<file path="src/shared/dqx_pkg.sv">
package dqx_pkg;

  localparam int ADDR_W = 4;
  localparam int DATA_W = 8;
  localparam int PTR_W  = 3;

  localparam logic [ADDR_W-1:0] CMP_B_DIR_EXT_ADDR       = 4'h0;
  localparam logic [ADDR_W-1:0] CMP_C_DIR_EXT_ADDR       = 4'h1;
  localparam logic [ADDR_W-1:0] TRACE_WORD_EXT_INFO_ADDR = 4'h2;

  localparam int DIR_EN_BIT     = 7;
  localparam int DIR_VAL_BIT    = 6;
  localparam int PAGED_FLAG_BIT = 7;
  localparam int ADDR_MSB_BIT   = 0;
  localparam int PAGE_MSB_BIT   = 2;

  localparam logic [DATA_W-1:0] REG_RESET = 8'h00;
  localparam logic [DATA_W-1:0] READ_ZERO = 8'h00;
  localparam logic [PTR_W-1:0]  PTR_RESET = 3'h0;
  localparam logic [PTR_W-1:0]  PTR_STEP  = 3'h1;

  localparam logic DIR_WRITE = 1'b0;
  localparam logic DIR_READ  = 1'b1;

  typedef struct packed {
    logic paged;
    logic addr_msb;
  } dqx_ext_s;

  localparam dqx_ext_s EXT_RESET = '{paged: 1'b0, addr_msb: 1'b0};

  typedef struct packed {
    logic dir_enable;
    logic dir_value;
  } dqx_dir_s;

  localparam dqx_dir_s DIR_RESET = '{dir_enable: 1'b0, dir_value: 1'b0};

  typedef enum logic [1:0] {
    DQX_RST_NONE,
    DQX_RST_CLEAR,
    DQX_RST_KEEP
  } dqx_rst_e;

endpackage

</file>
<file path="src/shared/dqx_mem_if.sv">
interface dqx_mem_if;
  import dqx_pkg::*;

  logic                 wr_en;
  logic [PTR_W-1:0]     wr_ptr;
  dqx_ext_s             wr_data;
  logic [PTR_W-1:0]     rd_ptr;
  dqx_ext_s             rd_data;

  modport ctrl (
    output wr_en,
    output wr_ptr,
    output wr_data,
    output rd_ptr,
    input  rd_data
  );

  modport mem (
    input  wr_en,
    input  wr_ptr,
    input  wr_data,
    input  rd_ptr,
    output rd_data
  );
endinterface

</file>
<file path="src/design/dqx_ext_mem.sv">
module dqx_ext_mem (
  input  wire logic clk_i,
  dqx_mem_if.mem    port_if
);
  import dqx_pkg::*;

  localparam int DEPTH = 1 << PTR_W;

  dqx_ext_s store [DEPTH];

  // contents carry no reset; the read register in front of software does
  always_ff @(posedge clk_i) begin
    if (port_if.wr_en) begin
      store[port_if.wr_ptr] <= port_if.wr_data;
    end
  end

  always_ff @(posedge clk_i) begin
    port_if.rd_data <= store[port_if.rd_ptr];
  end

endmodule

</file>
<file path="src/design/dqx_rw_qual_ext.sv">
// Chosen here: the strobed register port and the placing of the registers.
module dqx_rw_qual_ext (
  input  wire logic                  clk_i,
  input  wire logic                  rst_n_i,
  input  wire logic [dqx_pkg::ADDR_W-1:0] reg_addr_i,
  input  wire logic [dqx_pkg::DATA_W-1:0] reg_wdata_i,
  input  wire logic                  reg_wr_i,
  input  wire logic                  reg_rd_i,
  output logic      [dqx_pkg::DATA_W-1:0] reg_rdata_o,
  input  wire logic                  end_run_rst_i,
  input  wire logic                  end_trace_rst_i,
  input  wire logic                  trace_module_enable_i,
  input  wire logic                  begin_trigger_i,
  input  wire logic                  full_mode_i,
  input  wire logic                  cmp_a_dir_enable_i,
  input  wire logic                  cmp_a_dir_value_i,
  input  wire logic                  cpu_rw_i,
  input  wire logic                  cmp_b_addr_hit_i,
  input  wire logic                  cmp_c_addr_hit_i,
  input  wire logic                  capture_i,
  input  wire logic                  event_only_i,
  input  wire logic                  ppage_sel_i,
  input  wire logic [2:0]            ppage_i,
  input  wire logic [dqx_pkg::PTR_W-1:0] fifo_rd_ptr_i,
  output logic                       cmp_b_match_o,
  output logic                       cmp_c_match_o,
  output logic                       paged_access_flag_o,
  output logic                       ext_addr_msb_o
);
  import dqx_pkg::*;

  dqx_dir_s         cmp_b_dir;
  dqx_dir_s         cmp_c_dir;
  dqx_ext_s         ext_info;
  logic [PTR_W-1:0] wr_ptr;
  dqx_rst_e         soft_rst;
  dqx_ext_s         next_capture;

  localparam int DEPTH = 1 << PTR_W;

  logic [DEPTH-1:0] word_filled;
  logic             rd_filled;

  dqx_mem_if mem_if ();

  // direction qualifier shared by both comparators
  function automatic logic dir_ok(input dqx_dir_s dir, input logic rw);
    dir_ok = !dir.dir_enable || (dir.dir_value == rw);
  endfunction

  function automatic logic [DATA_W-1:0] pack_dir(input dqx_dir_s dir);
    logic [DATA_W-1:0] val;
    val              = READ_ZERO;
    val[DIR_EN_BIT]  = dir.dir_enable;
    val[DIR_VAL_BIT] = dir.dir_value;
    pack_dir         = val;
  endfunction

  // end-run contents may be anything, so clearing is the cheapest safe choice
  always_comb begin
    if (end_run_rst_i) begin
      soft_rst = DQX_RST_CLEAR;
    end else if (end_trace_rst_i) begin
      if (trace_module_enable_i && !begin_trigger_i) begin
        soft_rst = DQX_RST_KEEP;
      end else begin
        soft_rst = DQX_RST_CLEAR;
      end
    end else begin
      soft_rst = DQX_RST_NONE;
    end
  end

  // direction-qualifier registers, software written
  always_ff @(posedge clk_i or negedge rst_n_i) begin
    if (!rst_n_i) begin
      cmp_b_dir <= DIR_RESET;
      cmp_c_dir <= DIR_RESET;
    end else begin
      case (soft_rst)
        DQX_RST_CLEAR: begin
          cmp_b_dir <= DIR_RESET;
          cmp_c_dir <= DIR_RESET;
        end
        DQX_RST_KEEP: begin
          cmp_b_dir <= cmp_b_dir;
          cmp_c_dir <= cmp_c_dir;
        end
        DQX_RST_NONE: begin
          if (reg_wr_i && reg_addr_i == CMP_B_DIR_EXT_ADDR) begin
            cmp_b_dir.dir_enable <= reg_wdata_i[DIR_EN_BIT];
            cmp_b_dir.dir_value  <= reg_wdata_i[DIR_VAL_BIT];
          end
          if (reg_wr_i && reg_addr_i == CMP_C_DIR_EXT_ADDR) begin
            cmp_c_dir.dir_enable <= reg_wdata_i[DIR_EN_BIT];
            cmp_c_dir.dir_value  <= reg_wdata_i[DIR_VAL_BIT];
          end
        end
        default: begin
          cmp_b_dir <= DIR_RESET;
          cmp_c_dir <= DIR_RESET;
        end
      endcase
    end
  end

  // match qualification; full modes hand comparator B over to A's bits
  always_ff @(posedge clk_i or negedge rst_n_i) begin
    if (!rst_n_i) begin
      cmp_b_match_o <= 1'b0;
      cmp_c_match_o <= 1'b0;
    end else begin
      if (full_mode_i) begin
        cmp_b_match_o <= cmp_b_addr_hit_i &&
                         dir_ok('{dir_enable: cmp_a_dir_enable_i,
                                  dir_value:  cmp_a_dir_value_i}, cpu_rw_i);
      end else begin
        cmp_b_match_o <= cmp_b_addr_hit_i && dir_ok(cmp_b_dir, cpu_rw_i);
      end
      cmp_c_match_o <= cmp_c_addr_hit_i && dir_ok(cmp_c_dir, cpu_rw_i);
    end
  end

  // extension captured beside each stored trace word
  always_comb begin
    next_capture = EXT_RESET;
    if (!event_only_i && ppage_sel_i) begin
      next_capture.paged    = 1'b1;
      next_capture.addr_msb = ppage_i[PAGE_MSB_BIT];
    end
  end

  always_ff @(posedge clk_i or negedge rst_n_i) begin
    if (!rst_n_i) begin
      wr_ptr <= PTR_RESET;
    end else begin
      case (soft_rst)
        DQX_RST_CLEAR: wr_ptr <= PTR_RESET;
        DQX_RST_KEEP:  wr_ptr <= wr_ptr;
        DQX_RST_NONE: begin
          if (capture_i) begin
            wr_ptr <= wr_ptr + PTR_STEP;
          end
        end
        default: wr_ptr <= PTR_RESET;
      endcase
    end
  end

  // the store has no reset, so a word not captured since the last clear reads as zero
  always_ff @(posedge clk_i or negedge rst_n_i) begin
    if (!rst_n_i) begin
      word_filled <= '0;
    end else begin
      case (soft_rst)
        DQX_RST_CLEAR: word_filled <= '0;
        DQX_RST_KEEP:  word_filled <= word_filled;
        DQX_RST_NONE: begin
          if (capture_i) begin
            word_filled[wr_ptr] <= 1'b1;
          end
        end
        default: word_filled <= '0;
      endcase
    end
  end

  // lines up with the registered read data of the store
  always_ff @(posedge clk_i or negedge rst_n_i) begin
    if (!rst_n_i) begin
      rd_filled <= 1'b0;
    end else if (soft_rst == DQX_RST_CLEAR) begin
      rd_filled <= 1'b0;
    end else begin
      rd_filled <= word_filled[fifo_rd_ptr_i];
    end
  end

  assign mem_if.wr_en   = capture_i && (soft_rst == DQX_RST_NONE);
  assign mem_if.wr_ptr  = wr_ptr;
  assign mem_if.wr_data = next_capture;
  // read pointer is owned by the trace word store; the low-byte read moves it
  assign mem_if.rd_ptr  = fifo_rd_ptr_i;

  dqx_ext_mem u_ext_mem (
    .clk_i   (clk_i),
    .port_if (mem_if.mem)
  );

  // visible extension follows the word at the read pointer
  always_ff @(posedge clk_i or negedge rst_n_i) begin
    if (!rst_n_i) begin
      ext_info <= EXT_RESET;
    end else begin
      case (soft_rst)
        DQX_RST_CLEAR: ext_info <= EXT_RESET;
        DQX_RST_KEEP:  ext_info <= ext_info;
        DQX_RST_NONE:  ext_info <= rd_filled ? mem_if.rd_data : EXT_RESET;
        default:       ext_info <= EXT_RESET;
      endcase
    end
  end

  always_ff @(posedge clk_i or negedge rst_n_i) begin
    if (!rst_n_i) begin
      paged_access_flag_o <= 1'b0;
      ext_addr_msb_o      <= 1'b0;
    end else begin
      paged_access_flag_o <= ext_info.paged;
      ext_addr_msb_o      <= ext_info.addr_msb;
    end
  end

  // register read port; unmapped addresses read zero
  always_ff @(posedge clk_i or negedge rst_n_i) begin
    if (!rst_n_i) begin
      reg_rdata_o <= READ_ZERO;
    end else if (reg_rd_i) begin
      case (reg_addr_i)
        CMP_B_DIR_EXT_ADDR: reg_rdata_o <= pack_dir(cmp_b_dir);
        CMP_C_DIR_EXT_ADDR: reg_rdata_o <= pack_dir(cmp_c_dir);
        TRACE_WORD_EXT_INFO_ADDR: begin
          reg_rdata_o                 <= READ_ZERO;
          reg_rdata_o[PAGED_FLAG_BIT] <= ext_info.paged;
          reg_rdata_o[ADDR_MSB_BIT]   <= ext_info.addr_msb;
        end
        default: reg_rdata_o <= READ_ZERO;
      endcase
    end else begin
      reg_rdata_o <= READ_ZERO;
    end
  end

endmodule

</file>
<file path="config.mk">
export PLATFORM = sky130hd
export DESIGN_NAME = dqx_rw_qual_ext
export DESIGN_NICKNAME = d
export VERILOG_FILES = /design/src/shared/dqx_pkg.sv /design/src/shared/dqx_mem_if.sv /design/src/design/dqx_ext_mem.sv /design/src/design/dqx_rw_qual_ext.sv
export SDC_FILE = /design/constraint.sdc
export NUM_CORES = 1
export LEC_CHECK = 0
export BUFFER_PORTS_ARGS = -buffer_cell sky130_fd_sc_hd__buf_4
export CORE_MARGIN = 2
export CORE_UTILIZATION = 50
export DETAILED_ROUTE_END_ITERATION = 16
export PLACE_DENSITY = 0.78
export SLEW_MARGIN = 20
export SYNTH_ARGS = -nofsm -noshare
export SYNTH_HDL_FRONTEND = slang
export SYNTH_SLANG_ARGS = --single-unit
</file>
<file path="constraint.sdc">
create_clock -name clk_i -period 2.92 [get_ports clk_i]
set_input_delay 0.292 -clock clk_i [delete_from_list [all_inputs] [get_ports clk_i]]
set_output_delay 0.292 -clock clk_i [all_outputs]
set_load 0.02 [all_outputs]
</file>
[Word-level counts from Yosys, hierarchy flattened]
Memories as Yosys holds them, arrays and structs flattened. A register that Yosys moved wholly into a read port is not among the register bits.
Index checks and enable logic that the tools add are counted.
Storage, ports and cells
  output and inout bits: 12
  memory bits (writable): 16
  memories kept: 1
  bits in registers: 30
Memory list
  u_ext_mem.store: words 8, width 2, read ports 1, clocked after Yosys merged registers in 1, wr ports 1, RTL line dqx_ext_mem.sv:9  | dqx_ext_s store [DEPTH];
Operators by class
  equal/unequal tests: 10
  add/sub/neg operators: 1
  reductions and logical operators: 22
  order comparisons: 3
  multiplexer cells: 24
  bitwise logic cells: 2
Operators by type and width (count)
  $pmux 8 s3: 1
  $mux 8: 2
  $pmux 8 s2: 1
  $mux 2: 7
  $pmux 2 s2: 3
  $logic_and 1x1->1: 9
  $lt 3x4->1 const B: 2
  $or 8x8->8: 1
  $mux 1: 6
  $ne 2x2->1 const B: 3
  $pmux 3 s2: 1
  $reduce_and 2->1: 3
  $logic_not 1->1: 5
  $eq 4x1->1 const B: 1
  $eq 4x2->1 const B: 1
  $logic_not 4->1: 1
  $add 3x1->3 const B: 1
  $bmux 1 s3: 1
  $demux 1 s3: 1
  $eq 1x1->1: 3
  $ge 3x1->1 const B: 1
  $logic_or 1x1->1: 3
  $mux 3: 1
  $eq 2x1->1 const B: 1
  3 further kinds: 3

[Logic depth before layout (Yosys ltp)]
Gate-level depths: netlist of the first run.
  depth after elaboration: 9
  depth in mapped cells: 5

[By module]
From an unflattened synthesis of the first run, not the netlist that was laid out.
Second synthesis, totals
  cells, all modules: 147
  area total of the unflattened synthesis: 1921.8 um^2
By module, submodules not included
  dqx_rw_qual_ext: cells an instance 110, sequential area each 625.6 um^2, instances 1, area an instance 1214.9 um^2
  dqx_ext_mem: cells an instance 37, sequential area each 520.5 um^2, instances 1, area an instance 706.9 um^2

[Worst setup path after synthesis of the first run]
OpenSTA, ideal clock, no wires.
  path type: register -> register
  start point: reg wr_ptr[1], in the netlist mem_if.wr_ptr[1]
  end point: mem u_ext_mem.store[0][0] (netlist bit) (enable)
  buffers on the path: 0
  cell stages (with the launch flop): 3
  required time: 2.599 ns
  setup slack: 1.457 ns
  arrival: 1.142 ns
  clock period less this slack: 1.463 ns
  path through: dfrtp_1 > or4b_4 > nor3_2
RTL lines
  start, declared: RTL line dqx_rw_qual_ext.sv:35  | logic [PTR_W-1:0] wr_ptr;
  start signal, assigned: RTL line dqx_rw_qual_ext.sv:139  | DQX_RST_KEEP: wr_ptr <= wr_ptr;
  start signal, assigned: RTL line dqx_rw_qual_ext.sv:142  | wr_ptr <= wr_ptr + PTR_STEP;
  end, declared: RTL line dqx_ext_mem.sv:9
No word-level cell before the write port.

[Worst setup path after layout of the first run]
  start point: reg wr_ptr[1], in the netlist mem_if.wr_ptr[1]
  end point: mem u_ext_mem.store[0][0] (netlist bit) (enable)
No word-level cell before the write port.

==> summary.md, run 1 <==
| Metric | Value |
|---|---|
| Core area | 3720 µm² |
| DP Area | 2210 µm² |
| Post-synth ARST share | 58.1% |
| DRT Wirelength | 3640 µm |
| Max IR drop VDD | 0.000321 V |
| Tot Pwr | 0.00121 W |
| Sw Ratio | 22.5% |
| Inserted Clock Buffers | 5 |
| First-pass GRT wire length | 6320 µm |
| CTS tree | built |
| Die Footprint | 4430 µm² |
| DRC | 0 |
| Share of post-route cells with drive strength above 1 | 27.6% |
| Gpl congestion | 0.808 |
| Post-DR vias/cell | 5.59 |
| Int Power | 0.000940 W |
| Worst relative slew slack | 56.0% |
| Count of flip-flops with a built-in enable after synthesis | 16 |
| Cells after Synth | 149 |
| Worst-path clk slew | 80 ps |
| Total net switching power | 0.000273 W |
| Root Driver | clkbuf_8 |
| Register area share after synthesis | 58.6% |
| Hold_buf cts | 1 |
| WL per Instance | 15.6 µm |
| Starting Density | 52.6% |
| Min Hold Slack | 212 ps |
| Post-route core utilization | 62.9% |
| Avg Cell Area, Syn | 13.1 µm² |
| Clock Skew | 9.32 ps |
| CP Data Arrival Time | 1570 ps |
| Drt initial violations | 107 |
| Vias in the first global route | 1363 |
| Postcts setup bufs | 0 |
| Synth area leader | dfrtp_1 |
| Synthesized area | 1960 µm² |
| Yosys warnings | 0 |
| Fillers | 302 |
| IO Port Bufs | 33 |
| Nature of the critical path endpoint | flip-flop |
| Worst Tran Pin Value | 660 ps |
| Placed wire-length estimate | 2750 µm |
| Register bit total from synthesis | 43 |
| Vias | 1302 |
| Setup Viol. Count Final | 0 |
| Max Cap Viol | 0 |
| Final-stage net count | 220 |
| Die X | 66.5 µm |
| Die Y | 66.5 µm |
| Clock latency on the worst-skew pair | 300 ps |
| Commonest non-fill, non-tap cell in the layout | buf_4 |
| Status | finished clean |
| Unrepaired setup endpoints after global routing | false |
| Top_reg_cell synth | dfrtp_1 |
| Startpoint types | flip-flop |
| Minimum setup slack among reg-to-reg paths | 1340 ps |
| Post-synthesis cell type count | 40 |
| Final Cell Area | 2340 µm² |
| Initial antenna violation count | 0 |
| Reg power frac | 52.7% |
| Resized cells post-CTS | 0 |
| Max Fclk | 0.631 GHz |
| Static Leak | 1.07 nW |
| Leading cell types in the layout, fill and taps excluded | buf_4, dfrtp_1, edfxtp_1 |
| Site Rows | 22 |
| N_diodes | 0 |
| Clock sinks | 43 |
| Min Tclk post-route | 1580 ps |
| Clock network fraction of design power | 38.9% |
| Pwr dens | 519 nW/µm² |
| Synth top area cells | dfrtp_1, edfxtp_1, mux4_1 |
| H-tree levels | 2 |
| Slew Limit Fails | 0 |
| WP data required | 2900 ps |
| Hold Crit Class | input pin to flip-flop |
| Max clock buf depth | 2 |
| Critical-path maximum fanout | 4 |
| Ports | 47 |
| Post-route ant nets | 0 |
| Comb power frac | 8.5% |
| Crit share post-route | 54.3% |
| Final hold vios | 0 |
| Setup TNS | 0 ps |
| Grt ovf | 0 |
| GR Util All Layers | 19.4% |
| WS Path Type | flip-flop to flip-flop |
| Synth top area share | 32.0% |
| Largest net degree at the start of global routing | 26 |
| DRT Pass-1 Iters | 4 |
| Area Overhead vs Synth | 19.6% |
==> synth_stat cells (all sizes together), types with 2 or more instances <==
| cell type | n |
|---|---|
| dfrtp | 25 |
| nor2 | 15 |
| edfxtp | 16 |
| nand2b | 3 |
| mux2i | 2 |
| nor3 | 4 |
| buf | 8 |
| a22oi | 2 |
| nand3 | 2 |
| nand4 | 3 |
| or4b | 2 |
| a21o | 8 |
| xor2 | 2 |
| inv | 3 |
| clkbuf | 2 |
| dfxtp | 2 |
| a21oi | 4 |
| mux4 | 6 |
| nor2b | 4 |
| a211oi | 2 |
| mux2 | 3 |
| a31oi | 3 |
| o21ai | 2 |
| o211ai | 4 |
| nand3b | 4 |
| nand2 | 9 |
==> registers in the layout, indices dropped and copies added (netlist names), 2 cells and up <==
signal	cells
word_filled	8
u_ext_mem.store	16
cmp_c_dir	2
mem_if.wr_ptr	3
reg_rdata_o	3
ext_info	2
u_ext_mem.port_if.rd_data	2
cmp_b_dir	2
==> path summary, 6_finish.rpt <==
path | startpoint | to | depth (start not counted)
max in group asynchronous | rst_n_i | cmp_c_match_o | 2
max | mem_if.wr_ptr[1] | u_ext_mem.store[0][0] | 2
min reg2reg | ext_info[1] | paged_access_flag_o | 0
min in group asynchronous | rst_n_i | paged_access_flag_o | 2
min | reg_addr_i[1] | reg_rdata_o[6] | 2
max reg2reg | mem_if.wr_ptr[1] | u_ext_mem.store[0][0] | 2
==> stage by stage <==
step / cells / setup slack [ps]
after CTS: 233 / 1320
after global placement: 224 / 1350
after global routing: 233 / 1290
after floorplan: 153 / 1460
after detailed placement: 224 / 1310
final: 233 / 1340
==> area by class of cell <==
class / count / area, µm² / share of cell area, %
Multi-Input combinational cell: 97 / 747 / 31.9
Clock inverter: 3 / 47.5 / 2.03
Inverter: 3 / 11.3 / 0.482
Timing Repair Buffer: 34 / 258 / 11.0
Clock buffer: 5 / 68.8 / 2.94
Tap cell: 48 / 60.1 / 2.57
Sequential cell: 43 / 1150 / 49.0
==> metal layers <==
layer | vias to the layer above | wire length (µm) | global-route usage [%] | part of all wire [%]
met1 | 626 | 1620 | 26.0 | 44
li1 | 614 | - | - | -
met3 | 11 | 238 | 5.74 | 6.5
met4 | 0 | 84 | 9.44 | 2.3
met5 | - | 0 | 0 | 0
met2 | 51 | 1700 | 28.9 | 47
==> worst max-delay path: stages (launching register included) <==
cell,delay (ps)
dfrtp_1,420
or4b_4,600
nor3_2,250
==> power groups by stage <==
stage	clock network, W	registers (W)	logic (W)
CTS	0.000481	0.000639	0.000103
detailed placement	0	0.000652	0.000102
global placement	0	0.000651	0.0000974
finish	0.000472	0.000639	0.000103
floorplan	0	0.000652	0.0000545
global route	0.000507	0.000640	0.000114
==> cells by family after synthesis <==
logic type                 Yosys count  synth area share, %
AOI/OAI and AO/OA                   26                 9.02
xor gates and xnor gates             3                 1.34
adders and majority gates            1                0.640
buffers and inverters               13                 3.97
DFF                                 43                 58.6
muxes                               11                 10.8
other                                1                0.192
and+or+nand+nor                     51                 15.4
Note: power is estimated with default switching activity, not from simulation.
==> run 2: changes to the inputs <==
--- a/config.mk
+++ b/config.mk
@@ -7,9 +7,9 @@
 export LEC_CHECK = 0
 export BUFFER_PORTS_ARGS = -buffer_cell sky130_fd_sc_hd__buf_4
 export CORE_MARGIN = 2
-export CORE_UTILIZATION = 50
+export CORE_UTILIZATION = 47
 export DETAILED_ROUTE_END_ITERATION = 16
-export PLACE_DENSITY = 0.78
+export PLACE_DENSITY = 0.77
 export SLEW_MARGIN = 20
 export SYNTH_ARGS = -nofsm -noshare
 export SYNTH_HDL_FRONTEND = slang
==> constraint.sdc (replaced) <==
create_clock -name clk_i -period 1.3 [get_ports clk_i]
set_input_delay 0.13 -clock clk_i [delete_from_list [all_inputs] [get_ports clk_i]]
set_output_delay 0.13 -clock clk_i [all_outputs]
set_load 0.02 [all_outputs]
==> summary.md, run 2 (synthesized netlist as in run 1, its figures left out) <==
| Metric | Value |
|---|---|
| Status | finished, violations left |
| Failing checks | negative setup slack |
| Final-stage net count | 230 (+4.5%) |
| WL per Instance | 16.4 µm (+4.7%) |
| Clock sinks | 43 (unchanged) |
| H-tree levels | 2 (unchanged) |
| Nature of the critical path endpoint | flip-flop |
| Root Driver | clkbuf_8 |
| Met1 usage | 21.1% (-4.9 points) |
| WS Path Type | flip-flop to flip-flop |
| Crit-path cells | or4b_4, nor2_2 |
| GR Util All Layers | 19.0% (-0.38 points) |
| Core area | 4000 µm² (+7.6%) |
| Worst Tran Pin Value | 634 ps (-26.1 ps) |
| Max Cap Viol | 0 (unchanged) |
| Post-DR vias/cell | 5.47 (-2.2%) |
| IO Port Bufs | 33 (unchanged) |
| Worst relative slew slack | 57.7% (+1.7 points) |
| Starting Density | 48.9% (-3.7 points) |
| Area Overhead vs Synth | 24.5% |
| Max IR drop VDD | 0.000623 V (+94%) |
| Clock Skew | 4.66 ps (-4.66 ps) |
| Die Y | 68.5 µm (+3.0%) |
| Tot Pwr | 0.00269 W (+120%) |
| Inserted Clock Buffers | 5 (unchanged) |
| Hold Crit Class | input pin to flip-flop |
| Top Usage Layer GRT | met2 |
| Critical-path maximum fanout | 4 (unchanged) |
| CTS tree | built |
| DRT Wirelength | 4010 µm (+10%) |
| Share of post-route cells with drive strength above 1 | 34.4% (+6.8 points) |
| DP Worst Slack | -119 ps (-1430 ps) |
| Cell Count, Final, Fillers Out | 245 (+5.2%) |
| DP Area | 2300 µm² (+3.8%) |
| Worst path max stage delay | 540 ps (-60 ps) |
| Placed cells | 236 (+5.4%) |
| Site Rows | 23 (+4.5%) |
| Ports | 47 (unchanged) |
| Post-route ant nets | 0 (unchanged) |
| Final hold vios | 0 (unchanged) |
| Setup Viol. Count Final | 11 (+11) |
| Final Cell Area | 2430 µm² (+4.1%) |
| DRT Pass-1 Iters | 4 (unchanged) |
| Leading cell types in the layout, fill and taps excluded | buf_4, dfrtp_1, edfxtp_1 |
| Min Tclk post-route | 1420 ps (-167 ps) |
| Placed wire-length estimate | 2970 µm (+7.8%) |
| Die X | 68.5 µm (+3.0%) |
| Initial antenna violation count | 0 (unchanged) |
| Slowest CP cell | or4b_4 |
| WP data required | 1300 ps (-1600 ps) |
| Setup TNS | -987 ps (-987 ps) |
| Drt initial violations | 70 (-35%) |
| Worst-path clk slew | 80 ps (about the same) |
| Slack of the critical path | -118 ps (-1450 ps) |
| Grt ovf | 0 (unchanged) |
| Die Footprint | 4690 µm² (+6.0%) |
| Commonest non-fill, non-tap cell in the layout | buf_4 |
| N_diodes | 0 (unchanged) |
| Max Fclk | 0.705 GHz (+12%) |
| Max reg flops | 16 (unchanged) |
| CP Data Arrival Time | 1420 ps (-150 ps) |
| Slew Limit Fails | 0 (unchanged) |
| Max clock buf depth | 2 (unchanged) |
| Static Leak | 1.11 nW (+3.8%) |
| Met2 Usage GRT | 33.7% (+4.8 points) |
| Postcts setup bufs | 0 (unchanged) |
| Startpoint types | flip-flop |
| Reg with most FFs | u_ext_mem.store |
| Largest regs | u_ext_mem.store x16, word_filled x8 |
| Largest net degree at the start of global routing | 26 (unchanged) |
| Vias | 1339 (+2.8%) |
| Pwr dens | 1110 nW/µm² (+110%) |
| Gpl congestion | 0.797 (-1.3%) |
| M3 GR Usage | 5.68% (-0.061 points) |
| Clock latency on the worst-skew pair | 300 ps (about the same) |
| First-pass GRT wire length | 6270 µm (-0.87%) |
| Unrepaired setup endpoints after global routing | true |
| DRC | 0 (unchanged) |
| Crit share post-route | 109% (+55 points) |
| Vias in the first global route | 1345 (-1.3%) |
## run 2: worst paths after layout
kind,startpoint,to,slack [ps],cells past startpoint
worst max register to register,mem_if.wr_ptr[1],u_ext_mem.store[4][1],-120,2
worst max-delay path,mem_if.wr_ptr[1],u_ext_mem.store[4][1],-120,2
worst min register to register,ext_info[1],paged_access_flag_o,400,0
min in group asynchronous,rst_n_i,reg_rdata_o[7],270,2
max in group asynchronous,rst_n_i,mem_if.wr_ptr[0],750,2
worst min-delay path,reg_addr_i[1],reg_rdata_o[6],40,2
## run 2: cell type report
class / instances / area (µm²)
Fill cell: 316 / 1570
Tap cell: 50 / 62.6
Clock buffer: 5 / 68.8
Timing Repair Buffer: 44 / 333
Clock inverter: 3 / 38.8
Multi-Input combinational cell: 97 / 773
Sequential cell: 43 / 1150
Inverter: 3 / 11.3
## run 2: worst max-delay path, delay by kind of cell, from the launching register on
kind	cells	cell delay, ps
flip-flops	1	390
AND/OR/NAND/NOR	2	740
## run 2: through the flow
stage | hold slack (ps) | util (%)
2_1_floorplan | -166 | -
4_1_cts | 33.0 | 60.8
6_report | 38.3 | 60.9
3_5_place_dp | 59.8 | 57.4
5_1_grt | 34.3 | 60.9
3_3_place_gp | 48.6 | 57.4
## run 2: per-layer routing
| metal | up-vias | routed length [µm] |
|---|---|---|
| met4 | 0 | 59 |
| met3 | 6 | 195 |
| li1 | 630 | - |
| met1 | 665 | 1560 |
| met2 | 38 | 2190 |
| met5 | - | 0 |
## run 2: where the power goes
part           total (W)  internal [W]  leakage, nW  switching [W]
Sequential       0.00144       0.00142        0.506      0.0000129
Combinational   0.000255      0.000124        0.550       0.000131
Clock            0.00100      0.000562       0.0556       0.000439
## run 2: timing repair
item | CTS | global route
gates cloned | 0 | 0
hold endpoints to repair | 25 | 0
setup endpoints to repair | 13 | 18
gates resized for setup | 2 | 5
hold buffers | 1 | 0
